===== src/rtl/sfps_pkg.sv =====
/*
  Package for the serial flash protect/program sequencer: opcodes, status
  bit positions, transfer lengths, clock divider limits and state codes.
  Assumes a single 20 MHz system clock domain.
*/
package sfps_pkg;
  // Command opcodes
  localparam logic [7:0] OP_FAST_READ    = 8'h0B;
  localparam logic [7:0] OP_STATUS_READ  = 8'h05;
  localparam logic [7:0] OP_STATUS_WRITE = 8'h01;
  localparam logic [7:0] OP_WRITE_ENABLE = 8'h06;
  localparam logic [7:0] OP_PAGE_PROG    = 8'h02;
  localparam logic [7:0] OP_SECTOR_ERASE = 8'h20;
  localparam logic [7:0] OP_CHIP_ERASE   = 8'hC7;
  // Status byte layout
  localparam int         ST_BUSY_BIT     = 0;
  localparam int         ST_WEL_BIT      = 1;
  localparam logic [7:0] ST_UNPROTECT    = 8'h00;
  // Page size, divider limits and bit/address counters
  localparam logic [8:0] PAGE_BYTES      = 9'h100;
  localparam logic [7:0] DIV_MIN         = 8'h05;
  localparam logic [7:0] DIV_MAX         = 8'h7F;
  localparam logic [2:0] BIT_LAST        = 3'h7;
  localparam logic [1:0] ADDR_LAST       = 2'h2;
  // User operation codes
  typedef enum logic [1:0] {
    SFPS_OP_READ  = 2'b00,
    SFPS_OP_PROG  = 2'b01,
    SFPS_OP_SECT  = 2'b10,
    SFPS_OP_CHIP  = 2'b11
  } sfps_op_type;
  // Sequencer states
  typedef enum logic [3:0] {
    SFPS_BOOT_WRITE_ENABLE_COMMAND = 4'b0000,
    SFPS_IDLE      = 4'b0001,
    SFPS_WRITE_ENABLE_COMMAND      = 4'b0010,
    SFPS_POLL_WEL  = 4'b0011,
    SFPS_CMD       = 4'b0100,
    SFPS_ADDR      = 4'b0101,
    SFPS_DUMMY     = 4'b0110,
    SFPS_DATA      = 4'b0111,
    SFPS_POLL_BUSY = 4'b1000,
    SFPS_BOOT_STATUS_WRITE_COMMAND = 4'b1001,
    SFPS_GAP       = 4'b1010
  } sfps_state_type;
endpackage


===== src/rtl/sfps_seq.sv =====
/*
  Serial flash sequencer: SPI master (mode 0, one data lane) toward the
  configuration flash on chip select zero. Boots by removing protection,
  then serves fast reads, page programs, sector and chip erases.
  Assumes user inputs are synchronous to clk and the flash follows the
  usual single-byte status protocol.
*/
// Contract
// - Single lane, mode 0, auto-increment reads
// - Status bit 0 means flash busy
// - Status bit 1 is write enable latch
// - Only one status byte read or written
// - Always run unprotect sequence at boot
// - Boot: enable, poll latch, write zero
// - Enable and poll latch before program/erase
// - No signature read, fixed protocol
// - Fixed opcodes; three address bytes, none for chip erase
// - SPI clock divisor 5 to 127, rounded down to even
// - Boot flash only on chip select zero
`timescale 1ns/1ns
module sfps_seq
  import sfps_pkg::*;
(
  input  wire logic             clk,          // System clock
  input  wire logic             rst,          // Async reset, high
  input  wire logic [7:0]       clk_div,      // SPI clock divisor
  input  wire logic             req_valid,    // Operation request
  input  wire sfps_op_type      req_op,       // Operation code
  input  wire logic [23:0]      req_addr,     // Flash byte address
  input  wire logic [8:0]       req_len,      // Bytes, read/program
  output logic                  req_ready,    // Ready for request
  input  wire logic [7:0]       wr_data,      // Program data byte
  output logic                  wr_take,      // Program byte taken
  output logic [7:0]            rd_data,      // Read data byte
  output logic                  rd_valid,     // Read byte pulse
  output logic                  boot_done,    // Unprotect complete
  output logic                  busy,         // Sequencer working
  output logic                  spi_clk,      // SPI clock
  output logic                  spi_mosi,     // SPI data out
  input  wire logic             spi_miso,     // SPI data in
  output logic                  flash_chip_select_zero_n // Flash select
);
  typedef struct packed {
    sfps_state_type st;
    sfps_state_type after;    // State entered after the deselect gap
    sfps_op_type    op;
    logic [7:0]     div_cnt;
    logic           phase;    // 0: clock low half, 1: high half
    logic [2:0]     bit_idx;
    logic [1:0]     addr_idx;
    logic [8:0]     remain;
    logic [23:0]    addr;
    logic [7:0]     sh_out;
    logic [7:0]     sh_in;
    logic           cs_n;
    logic           sclk;
    logic           boot_done;
    logic           rd_valid;
    logic           wr_take;
    logic [7:0]     rd_data;
    logic           poll_rd;  // Status byte phase of a poll
  } sfps_regs_type;

  sfps_regs_type cur_r, cur_nxt;
  logic [7:0]    div_eff;
  logic          tick, byte_end;

  // Clamp divisor into its legal range
  function automatic logic [7:0] clamp_div(input logic [7:0] d);
    if (d < DIV_MIN) return DIV_MIN;
    if (d > DIV_MAX) return DIV_MAX;
    return d;
  endfunction

  // Opcode for an operation; no identification command exists
  function automatic logic [7:0] op_code(input sfps_op_type o);
    unique case (o)
      SFPS_OP_READ: return OP_FAST_READ;
      SFPS_OP_PROG: return OP_PAGE_PROG;
      SFPS_OP_SECT: return OP_SECTOR_ERASE;
      SFPS_OP_CHIP: return OP_CHIP_ERASE;
    endcase
  endfunction

  assign div_eff  = clamp_div(clk_div);
  assign tick     = (cur_r.div_cnt == 8'h00);
  // Byte ends on the falling edge after the eighth rising edge
  assign byte_end = tick && cur_r.phase && (cur_r.bit_idx == BIT_LAST);

  // Next-state logic for the whole sequencer
  always_comb begin
    cur_nxt          = cur_r;
    cur_nxt.rd_valid = 1'b0;
    cur_nxt.wr_take  = 1'b0;
    // Divider: each half SPI period spans half the divisor, except the first low half of a frame, which lasts one clock
    if (cur_r.cs_n) begin
      cur_nxt.div_cnt = 8'h00;
    end else if (tick) begin
      cur_nxt.div_cnt = {1'b0, div_eff[7:1]} - 8'h01;
    end else begin
      cur_nxt.div_cnt = cur_r.div_cnt - 8'h01;
    end
    // Mode 0 shift engine: sample on rise, shift on fall
    if (!cur_r.cs_n && tick) begin
      cur_nxt.phase = ~cur_r.phase;
      cur_nxt.sclk  = ~cur_r.phase;
      if (!cur_r.phase) begin
        cur_nxt.sh_in = {cur_r.sh_in[6:0], spi_miso};
      end else begin
        cur_nxt.bit_idx = cur_r.bit_idx + 3'h1;
        cur_nxt.sh_out  = {cur_r.sh_out[6:0], 1'b0};
      end
    end
    unique case (cur_r.st)
      // Boot always assumes the part came up protected
      SFPS_BOOT_WRITE_ENABLE_COMMAND, SFPS_WRITE_ENABLE_COMMAND: begin
        cur_nxt.cs_n   = 1'b0;
        cur_nxt.sh_out = OP_WRITE_ENABLE;
        cur_nxt.bit_idx = 3'h0;
        cur_nxt.phase  = 1'b0;
        cur_nxt.after  = SFPS_POLL_WEL;
        cur_nxt.poll_rd = 1'b0;
        cur_nxt.st     = SFPS_CMD;
      end
      SFPS_CMD: begin
        if (byte_end) begin
          cur_nxt.st   = SFPS_GAP;
          cur_nxt.cs_n = 1'b1;
        end
      end
      // Deselect gap, then the next command of the sequence
      SFPS_GAP: begin
        cur_nxt.cs_n    = 1'b0;
        cur_nxt.bit_idx = 3'h0;
        cur_nxt.phase   = 1'b0;
        cur_nxt.poll_rd = 1'b0;
        cur_nxt.st      = cur_r.after;
        if (cur_r.after == SFPS_POLL_WEL ||
            cur_r.after == SFPS_POLL_BUSY) begin
          cur_nxt.sh_out = OP_STATUS_READ;
        end else if (cur_r.after == SFPS_BOOT_STATUS_WRITE_COMMAND) begin
          cur_nxt.sh_out = OP_STATUS_WRITE;
        end else if (cur_r.after == SFPS_ADDR) begin
          cur_nxt.sh_out = op_code(cur_r.op);
        end else begin
          cur_nxt.cs_n = 1'b1;                           // Back to idle
        end
      end
      // Read one status byte; repeat until the latch is set or busy clears
      SFPS_POLL_WEL, SFPS_POLL_BUSY: begin
        if (byte_end) begin
          if (!cur_r.poll_rd) begin
            cur_nxt.poll_rd = 1'b1;
          end else begin
            cur_nxt.cs_n = 1'b1;
            cur_nxt.st   = SFPS_GAP;
            if (cur_r.st == SFPS_POLL_WEL) begin
              if (cur_nxt.sh_in[ST_WEL_BIT]) begin
                cur_nxt.after = cur_r.boot_done ? SFPS_ADDR
                                                : SFPS_BOOT_STATUS_WRITE_COMMAND;
              end else begin
                cur_nxt.after = SFPS_POLL_WEL;
              end
            end else begin
              cur_nxt.after = cur_nxt.sh_in[ST_BUSY_BIT]
                            ? SFPS_POLL_BUSY : SFPS_IDLE;
            end
          end
        end
      end
      // Single status byte of zero clears every protection bit
      SFPS_BOOT_STATUS_WRITE_COMMAND: begin
        if (byte_end) begin
          if (!cur_r.poll_rd) begin
            cur_nxt.poll_rd = 1'b1;
            cur_nxt.sh_out  = ST_UNPROTECT;
          end else begin
            cur_nxt.cs_n      = 1'b1;
            cur_nxt.boot_done = 1'b1;
            cur_nxt.after     = SFPS_POLL_BUSY;
            cur_nxt.st        = SFPS_GAP;
          end
        end
      end
      SFPS_IDLE: begin
        if (req_valid) begin
          cur_nxt.op       = req_op;
          cur_nxt.addr     = req_addr;
          cur_nxt.addr_idx = 2'h0;
          // Program length capped at one page
          cur_nxt.remain   = (req_len > PAGE_BYTES) ? PAGE_BYTES
                                                    : req_len;
          cur_nxt.after    = SFPS_ADDR;
          cur_nxt.st       = (req_op == SFPS_OP_READ) ? SFPS_GAP
                                                      : SFPS_WRITE_ENABLE_COMMAND;
        end
      end
      // Opcode byte, then three address bytes, high byte first; chip erase stops after the opcode
      SFPS_ADDR: begin
        if (byte_end) begin
          if (!cur_r.poll_rd && cur_r.op == SFPS_OP_CHIP) begin
            cur_nxt.cs_n  = 1'b1;
            cur_nxt.after = SFPS_POLL_BUSY;
            cur_nxt.st    = SFPS_GAP;
          end else if (!cur_r.poll_rd) begin
            cur_nxt.poll_rd = 1'b1;
            cur_nxt.sh_out  = cur_r.addr[23:16];
          end else if (cur_r.addr_idx != ADDR_LAST) begin
            cur_nxt.addr_idx = cur_r.addr_idx + 2'h1;
            cur_nxt.sh_out   = (cur_r.addr_idx == 2'h0)
                             ? cur_r.addr[15:8] : cur_r.addr[7:0];
          end else if (cur_r.op == SFPS_OP_SECT) begin
            cur_nxt.cs_n  = 1'b1;
            cur_nxt.after = SFPS_POLL_BUSY;
            cur_nxt.st    = SFPS_GAP;
          end else if (cur_r.op == SFPS_OP_READ) begin
            cur_nxt.sh_out = 8'h00;
            cur_nxt.st     = SFPS_DUMMY;
          end else begin
            cur_nxt.sh_out  = wr_data;
            cur_nxt.wr_take = 1'b1;
            cur_nxt.remain  = cur_r.remain - 9'h001;
            cur_nxt.st      = SFPS_DATA;
          end
        end
      end
      SFPS_DUMMY: begin
        if (byte_end) cur_nxt.st = SFPS_DATA;
      end
      // Burst: the flash advances its own address
      SFPS_DATA: begin
        if (byte_end) begin
          if (cur_r.op == SFPS_OP_READ) begin
            cur_nxt.rd_data  = cur_nxt.sh_in;
            cur_nxt.rd_valid = 1'b1;
            cur_nxt.remain   = cur_r.remain - 9'h001;
            if (cur_r.remain <= 9'h001) begin
              cur_nxt.cs_n = 1'b1;
              cur_nxt.st   = SFPS_IDLE;
            end
          end else if (cur_r.remain == 9'h000) begin
            cur_nxt.cs_n  = 1'b1;
            cur_nxt.after = SFPS_POLL_BUSY;
            cur_nxt.st    = SFPS_GAP;
          end else begin
            cur_nxt.sh_out  = wr_data;
            cur_nxt.wr_take = 1'b1;
            cur_nxt.remain  = cur_r.remain - 9'h001;
          end
        end
      end
      default: cur_nxt.st = SFPS_IDLE;
    endcase
    if (cur_nxt.cs_n) cur_nxt.sclk = 1'b0;
  end

  // Single state register; reset starts the boot unprotect
  always_ff @(posedge clk or posedge rst) begin
    if (rst) begin
      cur_r          <= '0;
      cur_r.st       <= SFPS_BOOT_WRITE_ENABLE_COMMAND;
      cur_r.after    <= SFPS_IDLE;
      cur_r.cs_n     <= 1'b1;
    end else begin
      cur_r <= cur_nxt;
    end
  end

  assign req_ready = (cur_r.st == SFPS_IDLE);
  assign wr_take   = cur_r.wr_take;
  assign rd_data   = cur_r.rd_data;
  assign rd_valid  = cur_r.rd_valid;
  assign boot_done = cur_r.boot_done;
  assign busy      = (cur_r.st != SFPS_IDLE);
  assign spi_clk   = cur_r.sclk;
  assign spi_mosi  = cur_r.sh_out[7];
  assign flash_chip_select_zero_n = cur_r.cs_n;
endmodule // sfps_seq


===== config.mk =====
export PLATFORM = sky130hd
export DESIGN_NAME = sfps_seq
export DESIGN_NICKNAME = d
export VERILOG_FILES = /design/src/rtl/sfps_pkg.sv /design/src/rtl/sfps_seq.sv
export SDC_FILE = /design/constraint.sdc
export NUM_CORES = 1
export LEC_CHECK = 0
export BUFFER_PORTS_ARGS = -buffer_cell sky130_fd_sc_hd__buf_2
export CAP_MARGIN = 5
export CELL_PAD_IN_SITES_DETAIL_PLACEMENT = 0
export CELL_PAD_IN_SITES_GLOBAL_PLACEMENT = 1
export CORE_UTILIZATION = 41
export CTS_CLUSTER_SIZE = 10
export DETAILED_ROUTE_END_ITERATION = 10
export HOLD_SLACK_MARGIN = 0.12
export PLACE_DENSITY = 0.78
export SLEW_MARGIN = 20
export SYNTH_ARGS = -nofsm -noshare
export SYNTH_HDL_FRONTEND = slang
export SYNTH_SLANG_ARGS = --single-unit

===== constraint.sdc =====
create_clock -name clk -period 2.55 [get_ports clk]
set_clock_uncertainty 0.2 [all_clocks]
set_input_delay 0.1275 -clock clk [delete_from_list [all_inputs] [get_ports clk]]
set_output_delay 0.1275 -clock clk [all_outputs]
set_load 0.01 [all_outputs]

======== After elaboration in Yosys (flattened, before gate mapping) ========
Cells that the tools add are included.
operators by class
  add/subtract/negate cells ............... 5
  $mul .................................... 0
  divide/modulo/power cells ............... 0
  order comparisons ....................... 4
  eq/ne operators ......................... 44
  shifts and indexed selects .............. 0
  multiplexer cells ....................... 107
  bitwise logic cells ..................... 1
  reductions and logical operators ........ 33
operator list
  kind                                                  number
  2-to-1 mux 8 bit                                      34
  2-to-1 mux 9 bit                                      7
  2-to-1 mux 4 bit                                      14
  case mux 8 bit (5 select lines)                       1
  inequality test 2 bit (second input constant)         18
  case mux 4 bit (9 select lines)                       1
  2-to-1 mux 35 bit                                     1
  2-to-1 mux 1 bit                                      34
  2-to-1 mux 11 bit                                     3
  case mux 8 bit (4 select lines)                       1
  case mux 9 bit (3 select lines)                       1
  AND reduction 13 bit                                  2
  case mux 4 bit (6 select lines)                       1
  equality test 4 x 3 -> 1 bit (second input constant)  5
  equality test 4 bit (second input constant)           5
  2-to-1 mux 10 bit                                     2
  inequality test 3 bit (second input constant)         6
  2-to-1 mux 16 bit                                     1
  equality test 4 x 2 -> 1 bit (second input constant)  3
  AND reduction 10 bit                                  1
  > comparator 9 bit (second input constant)            1
  <= comparator 9 x 1 -> 1 bit (second input constant)  1
  logical NOT 9 bit                                     1
  subtractor 9 x 1 -> 9 bit (second input constant)     1
  34 further kinds                                      49
word-level totals
  bits in registers ....................... 87
  bits in latches ......................... 0
  memory bits (writable) .................. 0
  memory bits (read-only) ................. 0
  bits of input ports ..................... 55
  output and inout bits ................... 16
  logic and storage cells ................. 212
  memories ................................ 0

======== Logic depth before layout (Yosys ltp) ========
  depth in word-level cells ............... 9
  depth in mapped cells ................... 10
  gate-level depth less buffers ........... 9

======== Least setup slack after synthesis ========
OpenSTA, ideal clock, no wires.
  path type ............................... reg-to-reg
  start point ............................. register cur_r[77] (netlist bit)
  end point ............................... register cur_r[54] (netlist bit)
  library setup time ...................... 0.121 ns
  arrival ................................. 2.159 ns
  data required time ...................... 2.229 ns
  setup slack ............................. 0.070 ns
  cell stages (with the launch flop) ...... 10
  path buffers ............................ 2
  period minus slack after synthesis ...... 2.480 ns
  path through ............................ dfrtp_1 > inv_1 > ha_1 > clkbuf_1 > or2_2 > o21a_1 > a2111oi_0 > buf_2 > o211ai_1 > a22o_1
on the way
  cells in the longest elaborated chain, start to end .. 4
  elaborated cells on any way between the ends .. 12
  classes of those cells .................. eq/ne (6); mux (3); reduce/logical (3)
RTL lines
  item                                                                                      line                                               source
  start, declared                                                                           sfps_seq.sv:64                                     sfps_regs_type cur_r, cur_nxt;
  start signal, assigned                                                                    sfps_seq.sv:265                                    cur_r <= cur_nxt;
  equality test 2 bit / logical NOT 2 bit (equally long branches)                           sfps_seq.sv:201, sfps_seq.sv:216, sfps_seq.sv:233
  logical AND 1 bit / 2-to-1 mux 9 bit (equally long branches)                              sfps_seq.sv:201, sfps_seq.sv:233
  inequality test 2 bit (no line) / 2-to-1 mux 9 bit (equally long branches)                --
  AND reduction 10 bit (no line) / case mux 9 bit (3 select lines) (equally long branches)  --
Parallel ways exist; a longest one is shown, timed or not. The select of a mux whose other input is x is not followed.
A chain may end at the register's enable or synchronous reset.

======== Worst setup path after layout ========
  start point ............................. register cur_r[65] (netlist bit)
  end point ............................... register cur_r[54] (netlist bit)
on the way
  cells in the longest elaborated chain, start to end .. 4
  elaborated cells on any way between the ends .. 5
  classes of those cells .................. eq/ne (3); reduce/logical (2)
RTL lines
  item                              line            source
  equality test 3 bit *             sfps_seq.sv:88  assign byte_end = tick && cur_r.phase && (cur_r.bit_idx == BIT_LAST);
  logical AND 1 bit *               sfps_seq.sv:88
  inequality test 2 bit (no line)   --
  AND reduction 10 bit (no line) *  --
Every way passes the cells marked *; elsewhere a longest branch is shown, timed or not.

==> qor.txt <==
Outcome -> finished clean
#FFs+latches synth -> 87
Clk root buf -> clkbuf_16
RSZ-0062 raised after global routing -> yes
CTS tree -> done
Max Cap Viol -> 0
Worst reg-to-reg path cell count -> 10
Drt total wl -> 16300 µm
Setup crit end kind -> register
Final hold slack -> 147 ps
Pre-CTS WS -> -22.1 ps
Final worst-path setup slack -> 73.1 ps
WP data arrival -> 2520 ps
Placed inst area -> 6410 µm²
Max-slew violations -> 0
Fraction of synthesis flops using an asynchronous set or reset pin -> 100%
Largest net degree at the start of global routing -> 41
Hpwl dp -> 11900 µm
Post-route cell area -> 7360 µm²
Routed WL per cell -> 17.8 µm
1st-pass router iterations -> 6
Clock Sinks -> 87
Worst Setup EP -> cur_r[54]
Most frequent cells in the layout -> dfrtp_1 (84), buf_2 (70), mux2_2 (57)
Die width -> 119 µm
Gpl congestion -> 0.910
Final setup fails -> 0
Yosys cell types -> 80
Actual slew at the worst max-slew pin -> 764 ps
Overall overflow remaining after global route -> 0
Worst Hold Class -> in2reg
H-tree depth -> 3
Die footprint -> 14300 µm²
Mapped Area -> 5660 µm²
Post-synthesis sequential area ratio -> 38.5%
Die extent in y -> 119 µm
Core Box Area -> 13300 µm²
Reg clk slew, reported paths -> 60 ps
Port Buf Inserts -> 70
Vias -> 5263
Max Freq -> 404 MHz
Layout Cells excl Fill -> 917
Final min period -> 2480 ps
Commonest non-fill, non-tap cell in the layout -> dfrtp_1
Initial antenna violation count -> 0
Worst Setup SP -> cur_r[65]
Number of global-route vias before repair -> 5284
IR drop worst, VDD -> 0.331 mV
Startpoint types -> register
Routed vias/inst -> 5.74
Max Root-Sink Buffers -> 2
Crit-path max FO -> 9
Clock latency at the later pin of the worst-skew pair -> 350 ps
Cell count after synthesis -> 588
Reg-to-reg endpoint -> cur_r[54]
Pwr/cell area -> 495 nW/µm²
Synth warn -> 0
Layout cell share with drive strength beyond 1 -> 33.1%
Syn Nets -> 656
Slew margin rel. -> 49.0%
First-pass GRT wire length -> 27000 µm
Tcrit/Tclk final -> 97.1%
Inst Count DP -> 845
Starting Density -> 42.4%
Final Hold Fails -> 0
Gr usage total -> 24.2%
Drc violations -> 0
Critical R2R Launch -> cur_r[65]
Io pins -> 71
Row cnt -> 42
Avg Inst Size Synth -> 9.62 µm²
R2R setup slack -> 70 ps
Crit Path Class -> reg2reg
Primary FF master, synth -> dfrtp_1
Area growth from synthesis to layout -> 30.2%
Final #Nets -> 805
Num CTS Buffers -> 9
Post-synth EDFFs -> 0
Setup TNS Final -> 0 ps
Post-route ant nets -> 0
Ant diodes -> 0
Leakage -> 3.38 nW
Initial drt markers -> 492
Req. time, crit path -> 2590 ps
[cell families after synthesis]
| logic type | synth area share [%] |
|---|---|
| multiplexers | 12.9 |
| adder cells (fa/ha/maj) | 2.88 |
| XOR/XNOR | 0.774 |
| AND/OR/NAND/NOR | 18.0 |
| AO/OA/AOI/OAI | 20.5 |
| flip-flops | 38.5 |
| buffers and inverters | 6.35 |
[worst max-delay path: stages (launching register included)]
cell	delay [ps]
dfrtp_1	370
ha_1	160
ha_1	200
and2_1	220
a41oi_2	150
buf_4	180
a2111oi_2	220
buf_4	180
buf_4	160
o211ai_1	100
a22o_1	230
[report_power, final]
group          total [mW]  switching (mW)  internal (mW)
combinational       0.555           0.277          0.279
clock                1.52           0.563          0.956
sequential           1.57           0.110           1.46
[worst min-delay path by stage]
stage / start / to / slack (ps) / cells past startpoint
floorplan: wr_data[0] / cur_r[22] / 60 / 2
global route: clk_div[6] / cur_r[74] / 170 / 5
finish: clk_div[6] / cur_r[74] / 150 / 5
CTS: clk_div[6] / cur_r[74] / 130 / 5
global placement: rst / rd_data[5] / 80 / 2
detailed placement: rst / rd_data[5] / 90 / 2
[routing by layer]
layer  global-route usage, %  wire [µm]  up-vias  share of wire (%)
met5                       0          0        -                  0
met4                    8.91        382        0                2.3
met3                    5.17        984       39                6.0
met2                    37.6       7500      185                 46
met1                    32.9       7430     2541                 46
li1                        -          -     2498                  -
[timing repair]
action / in CTS / in global routing
pin swaps: 1 / 1
hold buffers: 55 / 0
setup buffers: 2 / 0
setup endpoints to repair: 7 / 21
endpoints found under the hold margin: 81 / 0
resized for setup: 0 / 12
[area by class of cell]
type	count	area (µm²)
Inverter	26	101
Multi-Input combinational cell	433	3170
Clock inverter	5	106
Timing Repair Buffer	180	1360
Fill cell	1228	5980
Clock buffer	10	229
Sequential cell	87	2180
Tap cell	176	220
[state kept, by name (all words and copies together) (netlist names)]
name                      count
wr_take                       1
boot_done                     1
flash_chip_select_zero_n      1
rd_data                       8
spi_clk                       1
rd_valid                      1
cur_r                        73
spi_mosi                      1
[metrics by stage]
stage	total power [mW]	utilization [%]
finish	3.64	55.2
global route	3.81	55.2
CTS	3.65	54.7
detailed placement	2.05	48.0
global placement	2.03	48.0
floorplan	1.90	-
[cells in the mapped netlist (3+ instances only)]
cell type  instances  area, µm²
nor3_1            21        105
ha_1              13        163
and2_1             8       50.1
nor3b_1            4       30.0
buf_2              6       30.0
nor4_1             5       31.3
o221ai_1           6       52.6
a22oi_1            4       30.0
o22ai_1            7       43.8
a21o_1             4       30.0
o31ai_1            5       37.5
or2_2             10       62.6
mux2i_1            9       90.1
o32ai_1            4       35.0
a21oi_1           50        250
nand4_1            7       43.8
or3b_2             3       26.3
dfrtp_1           85       2130
nand2b_1          13       81.3
nor2b_1            4       25.0
buf_4              8       60.1
clkbuf_1          20       75.1
a22o_1             3       26.3
nand2_1           27        101
a31o_2             4       35.0
o21ai_0           29        145
and3_1             3       18.8
inv_1             26       97.6
mux2_2            57        642
xnor2_1            3       26.3
a31oi_1           19        119
nor2_1            29        109
o211ai_1           5       37.5
or4_1              3       22.5
o2111ai_1          4       35.0
clkbuf_8           3       41.3
nand3_1           14       70.1
buf_1              3       11.3
a211oi_1           4       30.0
(Power assumes the default switching activity.)
